$ cat src/sscsm_defs.vh
// Purpose: Shared constants of the command service mapper: frame codes, field positions,
//          register offsets and reset values.
// Assumes: Included by its bare name from every design file.
// Notes:   Definitions only.
`ifndef SSCSM_DEFS_VH
`define SSCSM_DEFS_VH

// Frame type codes in header bits 31:24.
`define SSCSM_IU_DATA 8'h01
`define SSCSM_IU_COMMAND 8'h06
`define SSCSM_IU_RESPONSE 8'h07

// Header field positions.
`define SSCSM_HDR_TYPE 31:24
`define SSCSM_HDR_LUN 23:16
`define SSCSM_HDR_TAG 15:0

// Response and command word 1 field positions.
`define SSCSM_RSP_INFOV_BIT 8
`define SSCSM_RSP_STATUS 7:0
`define SSCSM_ATTR_FIELD 2:0

// Status codes that mark a linked command.
`define SSCSM_ST_INTERMEDIATE 8'h10
`define SSCSM_ST_INTER_COND_MET 8'h14

// Service response codes.
`define SSCSM_SVC_TASK_COMPLETE 2'h0
`define SSCSM_SVC_LINKED_COMPLETE 2'h1
`define SSCSM_SVC_FAILURE 2'h2

// Last word index of fixed-length frames.
`define SSCSM_CMD_LAST_IDX 3'h5
`define SSCSM_RSP_LAST_IDX 3'h2

// Register byte offsets.
`define SSCSM_REG_CTRL 8'h00
`define SSCSM_REG_NEXUS 8'h04
`define SSCSM_REG_ATTR 8'h08
`define SSCSM_REG_CDB0 8'h0C
`define SSCSM_REG_CDB1 8'h10
`define SSCSM_REG_CDB2 8'h14
`define SSCSM_REG_CDB3 8'h18
`define SSCSM_REG_DIN_SIZE 8'h1C
`define SSCSM_REG_DOUT_SIZE 8'h20
`define SSCSM_REG_RSP_STATUS 8'h24
`define SSCSM_REG_RSP_SENSE 8'h28
`define SSCSM_REG_RD_BYTES 8'h2C
`define SSCSM_REG_INT_STATUS 8'h30
`define SSCSM_REG_INT_MASK 8'h34
`define SSCSM_REG_DATA_IUS 8'h38
`define SSCSM_BUF_WINDOW_BIT 7

// Control bits.
`define SSCSM_CTRL_SEND_BIT 0

// Interrupt bits.
`define SSCSM_INT_CMD_DONE 0
`define SSCSM_INT_DATA_IU 1
`define SSCSM_INT_CMD_RCVD 2
`define SSCSM_INT_OVERFLOW 3
`define SSCSM_INT_W 4

// Read buffer geometry.
`define SSCSM_BUF_DEPTH 32
`define SSCSM_BUF_AW 5
`define SSCSM_BUF_BYTES 32'h00000080

// Reset values.
`define SSCSM_RST_SIZE 32'h00000000
`define SSCSM_RST_MASK 4'h0

`endif

$ cat src/sscsm_svc_decode.v
// Purpose: Decodes the service response from a completion's status, info-valid bit and NAK.
// Assumes: Pure combinational; the caller registers the result.
// Notes:   A NAK or a set info-valid bit overrides whatever the status says.
`timescale 1ns/1ns
`include "sscsm_defs.vh"
module sscsm_svc_decode (
    input wire [7:0] status_in,
    input wire info_valid_in,
    input wire nak_in,
    output reg [1:0] svc_out
);
    always @* begin
        if (nak_in || info_valid_in) begin
            svc_out = `SSCSM_SVC_FAILURE;
        end else if (status_in == `SSCSM_ST_INTERMEDIATE || status_in == `SSCSM_ST_INTER_COND_MET) begin
            svc_out = `SSCSM_SVC_LINKED_COMPLETE;
        end else begin
            svc_out = `SSCSM_SVC_TASK_COMPLETE;
        end
    end
endmodule

$ cat src/sscsm_rdbuf.v
// Purpose: Read-data destination buffer held inside the initiator port.
// Assumes: One write port and one read port on the same clock.
// Notes:   Read data come out of a register one cycle after the read enable.
`timescale 1ns/1ns
`include "sscsm_defs.vh"
module sscsm_rdbuf (
    input wire clk_sys_in,
    input wire ce_in,
    input wire we_in,
    input wire [`SSCSM_BUF_AW-1:0] waddr_in,
    input wire [31:0] wdata_in,
    input wire re_in,
    input wire [`SSCSM_BUF_AW-1:0] raddr_in,
    output reg [31:0] rdata_out
);
    reg [31:0] mem_r [0:`SSCSM_BUF_DEPTH-1];

    always @(posedge clk_sys_in) begin
        if (ce_in) begin
            if (we_in) begin
                mem_r[waddr_in] <= wdata_in;
            end
            if (re_in) begin
                rdata_out <= mem_r[raddr_in];
            end
        end
    end
endmodule

$ cat src/sscsm_mapper.v
// Purpose: Maps command, completion and read-data services onto serial frames, for both the
//          initiator port (register driven) and the target device server (port driven).
// Assumes: Frames are 32-bit word streams with start and end marks; word 0 is the header.
//          Frames of a single word are ignored.
// Notes:   Only one outstanding command per initiator; write data and task management absent.
//
// Local design decisions: the address-and-strobe port and the placing of the registers.
`timescale 1ns/1ns
`include "sscsm_defs.vh"
module sscsm_mapper (
    input wire clk_sys_in,
    input wire reset_in,
    input wire ce_in,
    input wire [7:0] addr_in,
    input wire [31:0] wr_data_in,
    input wire wr_en_in,
    input wire rd_en_in,
    output wire [31:0] rd_data_out,
    output reg irq_out,
    input wire conn_open_in,
    input wire [15:0] conn_it_in,
    output reg tx_valid_out,
    output reg [31:0] tx_data_out,
    output reg tx_sof_out,
    output reg tx_eof_out,
    input wire tx_ready_in,
    input wire rx_valid_in,
    input wire [31:0] rx_data_in,
    input wire rx_sof_in,
    input wire rx_eof_in,
    input wire rx_nak_in,
    output reg cmd_rcvd_out,
    output reg [15:0] tgt_it_out,
    output reg [7:0] tgt_lun_out,
    output reg [15:0] tgt_tag_out,
    output reg [2:0] tgt_attr_out,
    output reg [127:0] tgt_cdb_out,
    input wire rsp_req_in,
    input wire [7:0] rsp_lun_in,
    input wire [15:0] rsp_tag_in,
    input wire [7:0] rsp_status_in,
    input wire rsp_info_valid_in,
    input wire [31:0] rsp_sense_in,
    output reg rsp_busy_out,
    input wire din_valid_in,
    input wire [31:0] din_data_in,
    input wire din_last_in,
    input wire [7:0] din_lun_in,
    input wire [15:0] din_tag_in,
    output reg din_ready_out,
    output reg [31:0] tgt_din_bytes_out
);
    localparam T_IDLE = 2'h0;
    localparam T_CMD = 2'h1;
    localparam T_RSP = 2'h2;
    localparam T_DATA = 2'h3;

    reg [1:0] tx_state_r;
    reg [2:0] tx_idx_r;
    reg cmd_pend_r;
    reg cmd_wait_r;
    reg [7:0] cmd_lun_r;
    reg [15:0] cmd_tag_r;
    reg [15:0] cmd_it_r;
    reg [2:0] cmd_attr_r;
    reg [31:0] cmd_cdb_r [0:3];
    reg [31:0] din_size_r;
    reg [31:0] dout_size_r;
    reg [7:0] rsp_status_r;
    reg rsp_infov_r;
    reg [31:0] rsp_sense_r;
    reg [1:0] svc_r;
    reg [31:0] rd_bytes_r;
    reg [31:0] data_ius_r;
    reg [`SSCSM_INT_W-1:0] int_status_r;
    reg [`SSCSM_INT_W-1:0] int_status_nxt;
    reg [`SSCSM_INT_W-1:0] int_mask_r;
    reg [`SSCSM_INT_W-1:0] int_ev;
    reg [7:0] prsp_lun_r;
    reg [15:0] prsp_tag_r;
    reg [7:0] prsp_status_r;
    reg prsp_infov_r;
    reg [31:0] prsp_sense_r;
    reg [7:0] rx_type_r;
    reg [7:0] rx_lun_r;
    reg [15:0] rx_tag_r;
    reg [2:0] rx_idx_r;
    reg rx_act_r;
    reg [31:0] rd_q_r;
    reg rd_mem_sel_r;
    reg [31:0] reg_rd_val;

    wire tx_free = !tx_valid_out || tx_ready_in;
    wire rx_word = rx_valid_in && conn_open_in && !rx_sof_in && rx_act_r;
    // The pair, unit and tag must all match before a frame is taken as ours.
    wire rx_match = cmd_wait_r && (rx_lun_r == cmd_lun_r) && (rx_tag_r == cmd_tag_r)
        && (conn_it_in == cmd_it_r);
    wire rx_is_rsp = rx_word && rx_match && (rx_type_r == `SSCSM_IU_RESPONSE);
    wire rx_is_data = rx_word && rx_match && (rx_type_r == `SSCSM_IU_DATA);
    wire rx_is_cmd = rx_word && (rx_type_r == `SSCSM_IU_COMMAND);
    wire nak_now = rx_nak_in && cmd_wait_r && !cmd_pend_r;
    wire rsp_done = rx_is_rsp && rx_eof_in;
    wire [31:0] rd_bytes_inc = rd_bytes_r + 32'h00000004;
    wire data_fits = (rd_bytes_inc <= din_size_r) && (rd_bytes_r < `SSCSM_BUF_BYTES);
    wire buf_we = rx_is_data && rx_idx_r != 3'h0 && data_fits;
    wire wr_hit = wr_en_in && !addr_in[`SSCSM_BUF_WINDOW_BIT];
    wire [1:0] svc_dec;

    sscsm_svc_decode u_dec (
        .status_in(rsp_status_r),
        .info_valid_in(rsp_infov_r),
        .nak_in(nak_now),
        .svc_out(svc_dec)
    );

    wire [31:0] rd_mem_q;

    // The buffer stays inside the port; software reads it through the window.
    sscsm_rdbuf u_buf (
        .clk_sys_in(clk_sys_in),
        .ce_in(ce_in),
        .we_in(buf_we),
        .waddr_in(rd_bytes_r[`SSCSM_BUF_AW+1:2]),
        .wdata_in(rx_data_in),
        .re_in(rd_en_in && addr_in[`SSCSM_BUF_WINDOW_BIT]),
        .raddr_in(addr_in[`SSCSM_BUF_AW+1:2]),
        .rdata_out(rd_mem_q)
    );

    assign rd_data_out = rd_mem_sel_r ? rd_mem_q : rd_q_r;

    always @* begin
        int_ev = {`SSCSM_INT_W{1'b0}};
        int_ev[`SSCSM_INT_CMD_DONE] = rsp_done || nak_now;
        int_ev[`SSCSM_INT_DATA_IU] = rx_is_data && rx_eof_in;
        int_ev[`SSCSM_INT_CMD_RCVD] = rx_is_cmd && rx_eof_in;
        int_ev[`SSCSM_INT_OVERFLOW] = rx_is_data && !data_fits;
        // A new event wins over a clear in the same cycle.
        int_status_nxt = int_status_r | int_ev;
        if (wr_hit && addr_in == `SSCSM_REG_INT_STATUS) begin
            int_status_nxt = (int_status_r & ~wr_data_in[`SSCSM_INT_W-1:0]) | int_ev;
        end
    end

    always @* begin
        reg_rd_val = 32'h00000000;
        case (addr_in)
            `SSCSM_REG_CTRL: reg_rd_val = {31'h00000000, cmd_pend_r || cmd_wait_r};
            `SSCSM_REG_NEXUS: reg_rd_val = {8'h00, cmd_lun_r, cmd_tag_r};
            `SSCSM_REG_ATTR: reg_rd_val = {29'h00000000, cmd_attr_r};
            `SSCSM_REG_CDB0: reg_rd_val = cmd_cdb_r[0];
            `SSCSM_REG_CDB1: reg_rd_val = cmd_cdb_r[1];
            `SSCSM_REG_CDB2: reg_rd_val = cmd_cdb_r[2];
            `SSCSM_REG_CDB3: reg_rd_val = cmd_cdb_r[3];
            `SSCSM_REG_DIN_SIZE: reg_rd_val = din_size_r;
            `SSCSM_REG_DOUT_SIZE: reg_rd_val = dout_size_r;
            `SSCSM_REG_RSP_STATUS: reg_rd_val = {21'h000000, svc_r, rsp_infov_r, rsp_status_r};
            `SSCSM_REG_RSP_SENSE: reg_rd_val = rsp_sense_r;
            `SSCSM_REG_RD_BYTES: reg_rd_val = rd_bytes_r;
            `SSCSM_REG_INT_STATUS: reg_rd_val = {28'h0000000, int_status_r};
            `SSCSM_REG_INT_MASK: reg_rd_val = {28'h0000000, int_mask_r};
            `SSCSM_REG_DATA_IUS: reg_rd_val = data_ius_r;
            default: reg_rd_val = 32'h00000000;
        endcase
    end

    // Register file, initiator command state and interrupt logic.
    always @(posedge clk_sys_in) begin
        if (reset_in) begin
            cmd_lun_r <= 8'h00;
            cmd_tag_r <= 16'h0000;
            cmd_attr_r <= 3'h0;
            cmd_cdb_r[0] <= 32'h00000000;
            cmd_cdb_r[1] <= 32'h00000000;
            cmd_cdb_r[2] <= 32'h00000000;
            cmd_cdb_r[3] <= 32'h00000000;
            din_size_r <= `SSCSM_RST_SIZE;
            dout_size_r <= `SSCSM_RST_SIZE;
            int_status_r <= {`SSCSM_INT_W{1'b0}};
            int_mask_r <= `SSCSM_RST_MASK;
            irq_out <= 1'b0;
            rd_q_r <= 32'h00000000;
            rd_mem_sel_r <= 1'b0;
            rsp_status_r <= 8'h00;
            rsp_infov_r <= 1'b0;
            rsp_sense_r <= 32'h00000000;
            svc_r <= `SSCSM_SVC_TASK_COMPLETE;
            rd_bytes_r <= 32'h00000000;
            data_ius_r <= 32'h00000000;
            cmd_wait_r <= 1'b0;
        end else if (ce_in) begin
            int_status_r <= int_status_nxt;
            irq_out <= |(int_status_nxt & int_mask_r);
            rd_mem_sel_r <= rd_en_in && addr_in[`SSCSM_BUF_WINDOW_BIT];
            if (rd_en_in) begin
                rd_q_r <= reg_rd_val;
            end
            if (wr_hit) begin
                case (addr_in)
                    `SSCSM_REG_NEXUS: begin
                        cmd_lun_r <= wr_data_in[`SSCSM_HDR_LUN];
                        cmd_tag_r <= wr_data_in[`SSCSM_HDR_TAG];
                    end
                    `SSCSM_REG_ATTR: cmd_attr_r <= wr_data_in[`SSCSM_ATTR_FIELD];
                    `SSCSM_REG_CDB0: cmd_cdb_r[0] <= wr_data_in;
                    `SSCSM_REG_CDB1: cmd_cdb_r[1] <= wr_data_in;
                    `SSCSM_REG_CDB2: cmd_cdb_r[2] <= wr_data_in;
                    `SSCSM_REG_CDB3: cmd_cdb_r[3] <= wr_data_in;
                    `SSCSM_REG_DIN_SIZE: din_size_r <= wr_data_in;
                    `SSCSM_REG_DOUT_SIZE: dout_size_r <= wr_data_in;
                    `SSCSM_REG_INT_MASK: int_mask_r <= wr_data_in[`SSCSM_INT_W-1:0];
                    default: begin
                    end
                endcase
            end
            // A new command restarts the read-data accounting.
            if (wr_hit && addr_in == `SSCSM_REG_CTRL && wr_data_in[`SSCSM_CTRL_SEND_BIT]
                && !cmd_pend_r && !cmd_wait_r) begin
                rd_bytes_r <= 32'h00000000;
                data_ius_r <= 32'h00000000;
            end else if (buf_we) begin
                rd_bytes_r <= rd_bytes_inc;
            end
            if (rx_is_data && rx_eof_in) begin
                data_ius_r <= data_ius_r + 32'h00000001;
            end
            if (rx_is_rsp && rx_idx_r == 3'h1) begin
                rsp_status_r <= rx_data_in[`SSCSM_RSP_STATUS];
                rsp_infov_r <= rx_data_in[`SSCSM_RSP_INFOV_BIT];
            end
            if (rx_is_rsp && rx_idx_r == 3'h2) begin
                rsp_sense_r <= rx_data_in;
            end
            if (tx_state_r == T_CMD && tx_free && tx_idx_r == `SSCSM_CMD_LAST_IDX) begin
                cmd_wait_r <= 1'b1;
            end else if (rsp_done || nak_now) begin
                cmd_wait_r <= 1'b0;
                svc_r <= svc_dec;
            end
        end
    end

    // Frame transmitter shared by command, response and read-data frames.
    always @(posedge clk_sys_in) begin
        if (reset_in) begin
            tx_state_r <= T_IDLE;
            tx_idx_r <= 3'h0;
            tx_valid_out <= 1'b0;
            tx_data_out <= 32'h00000000;
            tx_sof_out <= 1'b0;
            tx_eof_out <= 1'b0;
            cmd_pend_r <= 1'b0;
            cmd_it_r <= 16'h0000;
            rsp_busy_out <= 1'b0;
            prsp_lun_r <= 8'h00;
            prsp_tag_r <= 16'h0000;
            prsp_status_r <= 8'h00;
            prsp_infov_r <= 1'b0;
            prsp_sense_r <= 32'h00000000;
            din_ready_out <= 1'b0;
            tgt_din_bytes_out <= 32'h00000000;
        end else if (ce_in) begin
            if (tx_valid_out && tx_ready_in) begin
                tx_valid_out <= 1'b0;
            end
            if (wr_hit && addr_in == `SSCSM_REG_CTRL && wr_data_in[`SSCSM_CTRL_SEND_BIT]
                && !cmd_pend_r && !cmd_wait_r) begin
                cmd_pend_r <= 1'b1;
            end
            if (rsp_req_in && !rsp_busy_out) begin
                rsp_busy_out <= 1'b1;
                prsp_lun_r <= rsp_lun_in;
                prsp_tag_r <= rsp_tag_in;
                prsp_status_r <= rsp_status_in;
                prsp_infov_r <= rsp_info_valid_in;
                prsp_sense_r <= rsp_sense_in;
            end
            case (tx_state_r)
                T_IDLE: begin
                    if (tx_free && conn_open_in) begin
                        if (cmd_pend_r) begin
                            tx_valid_out <= 1'b1;
                            tx_sof_out <= 1'b1;
                            tx_eof_out <= 1'b0;
                            tx_data_out <= {`SSCSM_IU_COMMAND, cmd_lun_r, cmd_tag_r};
                            cmd_it_r <= conn_it_in;
                            tx_idx_r <= 3'h1;
                            tx_state_r <= T_CMD;
                        end else if (rsp_busy_out) begin
                            tx_valid_out <= 1'b1;
                            tx_sof_out <= 1'b1;
                            tx_eof_out <= 1'b0;
                            tx_data_out <= {`SSCSM_IU_RESPONSE, prsp_lun_r, prsp_tag_r};
                            tx_idx_r <= 3'h1;
                            tx_state_r <= T_RSP;
                        end else if (din_valid_in) begin
                            tx_valid_out <= 1'b1;
                            tx_sof_out <= 1'b1;
                            tx_eof_out <= 1'b0;
                            tx_data_out <= {`SSCSM_IU_DATA, din_lun_in, din_tag_in};
                            tx_state_r <= T_DATA;
                        end
                    end
                end
                T_CMD: begin
                    if (tx_free) begin
                        tx_valid_out <= 1'b1;
                        tx_sof_out <= 1'b0;
                        tx_eof_out <= (tx_idx_r == `SSCSM_CMD_LAST_IDX);
                        if (tx_idx_r == 3'h1) begin
                            tx_data_out <= {29'h00000000, cmd_attr_r};
                        end else begin
                            tx_data_out <= cmd_cdb_r[tx_idx_r[1:0] - 2'h2];
                        end
                        tx_idx_r <= tx_idx_r + 3'h1;
                        if (tx_idx_r == `SSCSM_CMD_LAST_IDX) begin
                            cmd_pend_r <= 1'b0;
                            tx_state_r <= T_IDLE;
                        end
                    end
                end
                T_RSP: begin
                    if (tx_free) begin
                        tx_valid_out <= 1'b1;
                        tx_sof_out <= 1'b0;
                        tx_eof_out <= (tx_idx_r == `SSCSM_RSP_LAST_IDX);
                        if (tx_idx_r == 3'h1) begin
                            tx_data_out <= {23'h000000, prsp_infov_r, prsp_status_r};
                        end else begin
                            tx_data_out <= prsp_sense_r;
                        end
                        tx_idx_r <= tx_idx_r + 3'h1;
                        if (tx_idx_r == `SSCSM_RSP_LAST_IDX) begin
                            rsp_busy_out <= 1'b0;
                            tgt_din_bytes_out <= 32'h00000000;
                            tx_state_r <= T_IDLE;
                        end
                    end
                end
                T_DATA: begin
                    // Ready rises only once the previous word has left, so a taken word never overwrites.
                    if (din_ready_out && din_valid_in) begin
                        din_ready_out <= 1'b0;
                        tx_valid_out <= 1'b1;
                        tx_sof_out <= 1'b0;
                        tx_eof_out <= din_last_in;
                        tx_data_out <= din_data_in;
                        tgt_din_bytes_out <= tgt_din_bytes_out + 32'h00000004;
                        if (din_last_in) begin
                            tx_state_r <= T_IDLE;
                        end
                    end else if (!din_ready_out && tx_free) begin
                        din_ready_out <= 1'b1;
                    end
                end
                default: tx_state_r <= T_IDLE;
            endcase
        end
    end

    // Frame receiver: header capture and target command parsing.
    always @(posedge clk_sys_in) begin
        if (reset_in) begin
            rx_type_r <= 8'h00;
            rx_lun_r <= 8'h00;
            rx_tag_r <= 16'h0000;
            rx_idx_r <= 3'h0;
            rx_act_r <= 1'b0;
            cmd_rcvd_out <= 1'b0;
            tgt_it_out <= 16'h0000;
            tgt_lun_out <= 8'h00;
            tgt_tag_out <= 16'h0000;
            tgt_attr_out <= 3'h0;
            tgt_cdb_out <= 128'h0;
        end else if (ce_in) begin
            cmd_rcvd_out <= rx_is_cmd && rx_eof_in;
            if (rx_valid_in && conn_open_in && rx_sof_in) begin
                rx_type_r <= rx_data_in[`SSCSM_HDR_TYPE];
                rx_lun_r <= rx_data_in[`SSCSM_HDR_LUN];
                rx_tag_r <= rx_data_in[`SSCSM_HDR_TAG];
                rx_idx_r <= 3'h1;
                rx_act_r <= !rx_eof_in;
            end else if (rx_word) begin
                if (rx_idx_r != 3'h7) begin
                    rx_idx_r <= rx_idx_r + 3'h1;
                end
                if (rx_eof_in) begin
                    rx_act_r <= 1'b0;
                end
                if (rx_is_cmd) begin
                    if (rx_idx_r == 3'h1) begin
                        tgt_attr_out <= rx_data_in[`SSCSM_ATTR_FIELD];
                        tgt_it_out <= conn_it_in;
                        tgt_lun_out <= rx_lun_r;
                        tgt_tag_out <= rx_tag_r;
                    end
                    case (rx_idx_r)
                        3'h2: tgt_cdb_out[31:0] <= rx_data_in;
                        3'h3: tgt_cdb_out[63:32] <= rx_data_in;
                        3'h4: tgt_cdb_out[95:64] <= rx_data_in;
                        3'h5: tgt_cdb_out[127:96] <= rx_data_in;
                        default: begin
                        end
                    endcase
                end
            end
        end
    end
endmodule

$ cat config.mk
export PLATFORM = sky130hd
export DESIGN_NAME = sscsm_mapper
export DESIGN_NICKNAME = d
export VERILOG_FILES = /design/src/sscsm_svc_decode.v /design/src/sscsm_rdbuf.v /design/src/sscsm_mapper.v
export VERILOG_INCLUDE_DIRS = /design/src
export SDC_FILE = /design/constraint.sdc
export NUM_CORES = 2
export LEC_CHECK = 0
export ABC_AREA = 1
export BUFFER_PORTS_ARGS = -buffer_cell sky130_fd_sc_hd__buf_2
export CORE_ASPECT_RATIO = 1.4
export CORE_UTILIZATION = 23
export CTS_CLUSTER_DIAMETER = 50
export DETAILED_ROUTE_END_ITERATION = 8
export PLACE_DENSITY = 0.47
export SLEW_MARGIN = 20
export SYNTH_ARGS = -nofsm -noshare
export SYNTH_HDL_FRONTEND = slang
export SYNTH_SLANG_ARGS = --single-unit
$ cat constraint.sdc
create_clock -name clk_sys_in -period 6.3 [get_ports clk_sys_in]
set_input_delay 1.89 -clock clk_sys_in [delete_from_list [all_inputs] [get_ports clk_sys_in]]
set_output_delay 1.89 -clock clk_sys_in [all_outputs]
set_load 0.005 [all_outputs]
==> flow_summary.ini <==
[cts]
post_cts_resize_count = 0
hold_buffers = 0
clk_pin_slew_ps = 60
clock-sinks = 1785
cts_setup_buffers = 0
root_buffer = clkbuf_16
insertion_delay_ps = 900
cts_tree = yes
cts_buffer_depth = 4
cts_buffers = 229
cts_max_level = 4

[finish]
area_growth_pct = 21.7
final_nets = 7497
fin_area_um2 = 88600
n_fill_cell = 32938
layout-drive-gt1-share_pct = 16.0
utilization_pct = 28.1

[yosys]
synth_top_family_by_area = compound AO/OA/AOI/OAI gates
muxShareOfSynthArea_pct = 0.0275
synth-simple-area-share_pct = 11.1
ys.warnings.count = 0
syn_avg_cell_area_um2 = 10.8
synth-edff-count = 1184
ys_ff_latch = 1785
mappedNetlistArea_um2 = 72900
synth_most_common_cell = edfxtp_1
async_flop_share_pct = 0
yosys.area.top_type_share_pct = 48.8
synthAdderAreaFrac_pct = 0.859
synth_xor_area_share_pct = 0.565
ys_top_cells_by_count = edfxtp_1 (1,184), nand2_1 (842), a21oi_1 (731)
ys_seq_area_share_pct = 65.3
synth_compound_area_share_pct = 17.5
synth-main-ff-cell = edfxtp_1
synth.area.top_cells = edfxtp_1 (49%), dfxtp_1 (17%), a22oi_1 (5.2%)
yosys.area.top_type = edfxtp_1
synth_cells = 6725
yosysUniqueCellTypes = 66

[sta]
skew_ps = 76.1
fmax_ghz = 0.182
rsz0062_at_grt = no
tightest_slew_ps = 1210
finalSetupViolations = 0
final.min_clock_period_ps = 5510
relSlewSlack_pct = 18.6
hold_viol_final = 0
finalSetupTns_ps = 0
period_share_pct = 87.4
drv_slew = 0

[routing]
via_per_inst = 4.91
vias = 57090
drtIter0Drc = 6101
wirelength_um = 327000
ant_nets = 0
drc_errors = 276
wl_per_cell_um = 28.1
drt_first_pass_iters = 9

[critical_path]
cp_num_cells = 27
reg2reg_slack_ps = 790
crit_path_max_fanout = 32
cpLargestDelayFamily = simple AND/OR/NAND/NOR gates
max_stage_delay_ps = 420
endpoint = u_buf.mem_r[31][14]
arrival_ps = 6020
worst_setup_path_end_kind = register
worstReg2RegStart = rd_bytes_r[3]
critPathMostFrequentCell = nand2_1
cp_slowest_cell = buf_4
crit_buf_inv = 4
r2r_cells = 27
startpoint_type = register
timing.rr.end = u_buf.mem_r[31][14]
critPathKind = register to register
critPathLaunch = rd_bytes_r[3]
cp.required_ps = 6810

[power]
powerDensity_nw_per_um2 = 314
totalPowerFinal_mw = 27.9
p_leak_nw = 31.2
ir_drop_mv = 0.245

[place]
portBuffers = 494
place_area_um2 = 81000
gp_congestion = 0.924
dpl.hpwl_um = 237000

[global_route]
grt_pass1_vias = 55067
grtUsageTotal_pct = 19.7
grt_max_degree = 126
grt_pass1_wl_um = 446000
antenna_found_initial = 49
overflow = 0

[job]
cap_viol_max_count = 0

[floorplanning]
start_util_pct = 23.1
die_h_um = 668
die_area_um2 = 319000
num_io_pins = 497
dieWidth_um = 478
coreArea_um2 = 315000
fp-row-count = 244

[hold_path]
hp-class = register to register

[status]
failed_checks = DRC
status = finished with violations
-- cells by family after synthesis --
kind of cell / Yosys count
other: 1
flip-flops: 1785
XOR/XNOR: 47
AND/OR/NAND/NOR: 1906
adder cells (fa/ha/maj): 50
buffers and inverters: 874
AO/OA/AOI/OAI: 2060
multiplexers: 2
-- cell type report --
class                   instances  area, µm²  area share, %
diodes                         41        103          0.116
clock buffers                 278       6080           6.86
clock inverters               138       1460           1.64
inverters                     459       1750           1.97
multi-input cells            4067      22200           25.1
flip-flops and latches       1785      47600           53.7
well taps                    4182       5230           5.90
repair buffers                682       4190           4.73
-- registers in the layout, summed over array words and instances (netlist names), 16 cells and up --
register	flops
tx_data_out	32
u_buf.rdata_out	32
u_buf.mem_r	1024
rd_bytes_r	30
prsp_sense_r	32
data_ius_r	32
rsp_sense_r	32
prsp_tag_r	16
cmd_it_r	16
rd_q_r	32
dout_size_r	32
cmd_cdb_r	128
tgt_din_bytes_out	30
tgt_it_out	16
rx_tag_r	16
din_size_r	32
tgt_tag_out	16
cmd_tag_r	16
tgt_cdb_out	128
-- through the flow --
stage | hold slack (ps) | std cells | setup WS [ps]
6_report | 441 | 11632 | 791
5_1_grt | 461 | 11623 | 328
4_1_cts | 442 | 11591 | 725
3_5_place_dp | 434 | 11175 | 754
3_3_place_gp | 432 | 11175 | 670
2_1_floorplan | 439 | 6726 | 924
-- routing by layer --
metal	vias up	global-route usage (%)	wire length, µm
li1	25510	-	-
met1	28588	24.1	129000
met2	2448	32.8	155000
met3	530	3.15	21600
met4	14	11.3	20600
met5	-	0	92
-- how the worst min path moves through the flow --
| stage | startpoint | endpoint | slack, ps | cells after the start |
|---|---|---|---|---|
| after floorplan | int_mask_r[0] | int_mask_r[0] | 440 | 2 |
| after global routing | tgt_cdb_out[39] | tgt_cdb_out[39] | 460 | 2 |
| final | tgt_cdb_out[40] | tgt_cdb_out[40] | 440 | 2 |
| after detailed placement | tgt_cdb_out[40] | tgt_cdb_out[40] | 430 | 2 |
| after CTS | tgt_cdb_out[40] | tgt_cdb_out[40] | 440 | 2 |
| after global placement | tgt_cdb_out[37] | tgt_cdb_out[37] | 430 | 2 |
-- tightest hold or removal path, stage by stage (launching register included) --
cell,delay (ps)
dfxtp_1,300
inv_1,40
a21oi_1,50
-- power by group --
part	switching, mW	internal, mW	leakage, nW
combinational	1.54	0.488	12.0
sequential	0.0881	12.6	15.6
clock	5.43	7.71	3.66
-- placed cells by master (no fill, tap or decap), types with 28 or more instances in the layout --
cell / synthesis / layout
edfxtp_1: 1184 / 1184
nand2_1: 842 / 836
a21oi_1: 731 / 731
dfxtp_1: 601 / 600
nor2_1: 636 / 597
a22oi_1: 507 / 507
buf_2: 46 / 493
o21ai_0: 436 / 432
inv_1: 425 / 421
clkbuf_16: 0 / 232
buf_4: 15 / 164
nand3_1: 154 / 154
a211oi_1: 114 / 114
nor3_1: 106 / 106
a221oi_1: 76 / 76
o21a_1: 73 / 73
nand4_1: 55 / 55
ha_1: 50 / 49
nor2_4: 4 / 45
nor4_1: 46 / 44
diode_2: 0 / 41
xor2_1: 39 / 39
clkbuf_1: 332 / 36
clkinv_2: 0 / 29
inv_2: 27 / 28
No activity file was read; power rests on OpenSTA's default activity.
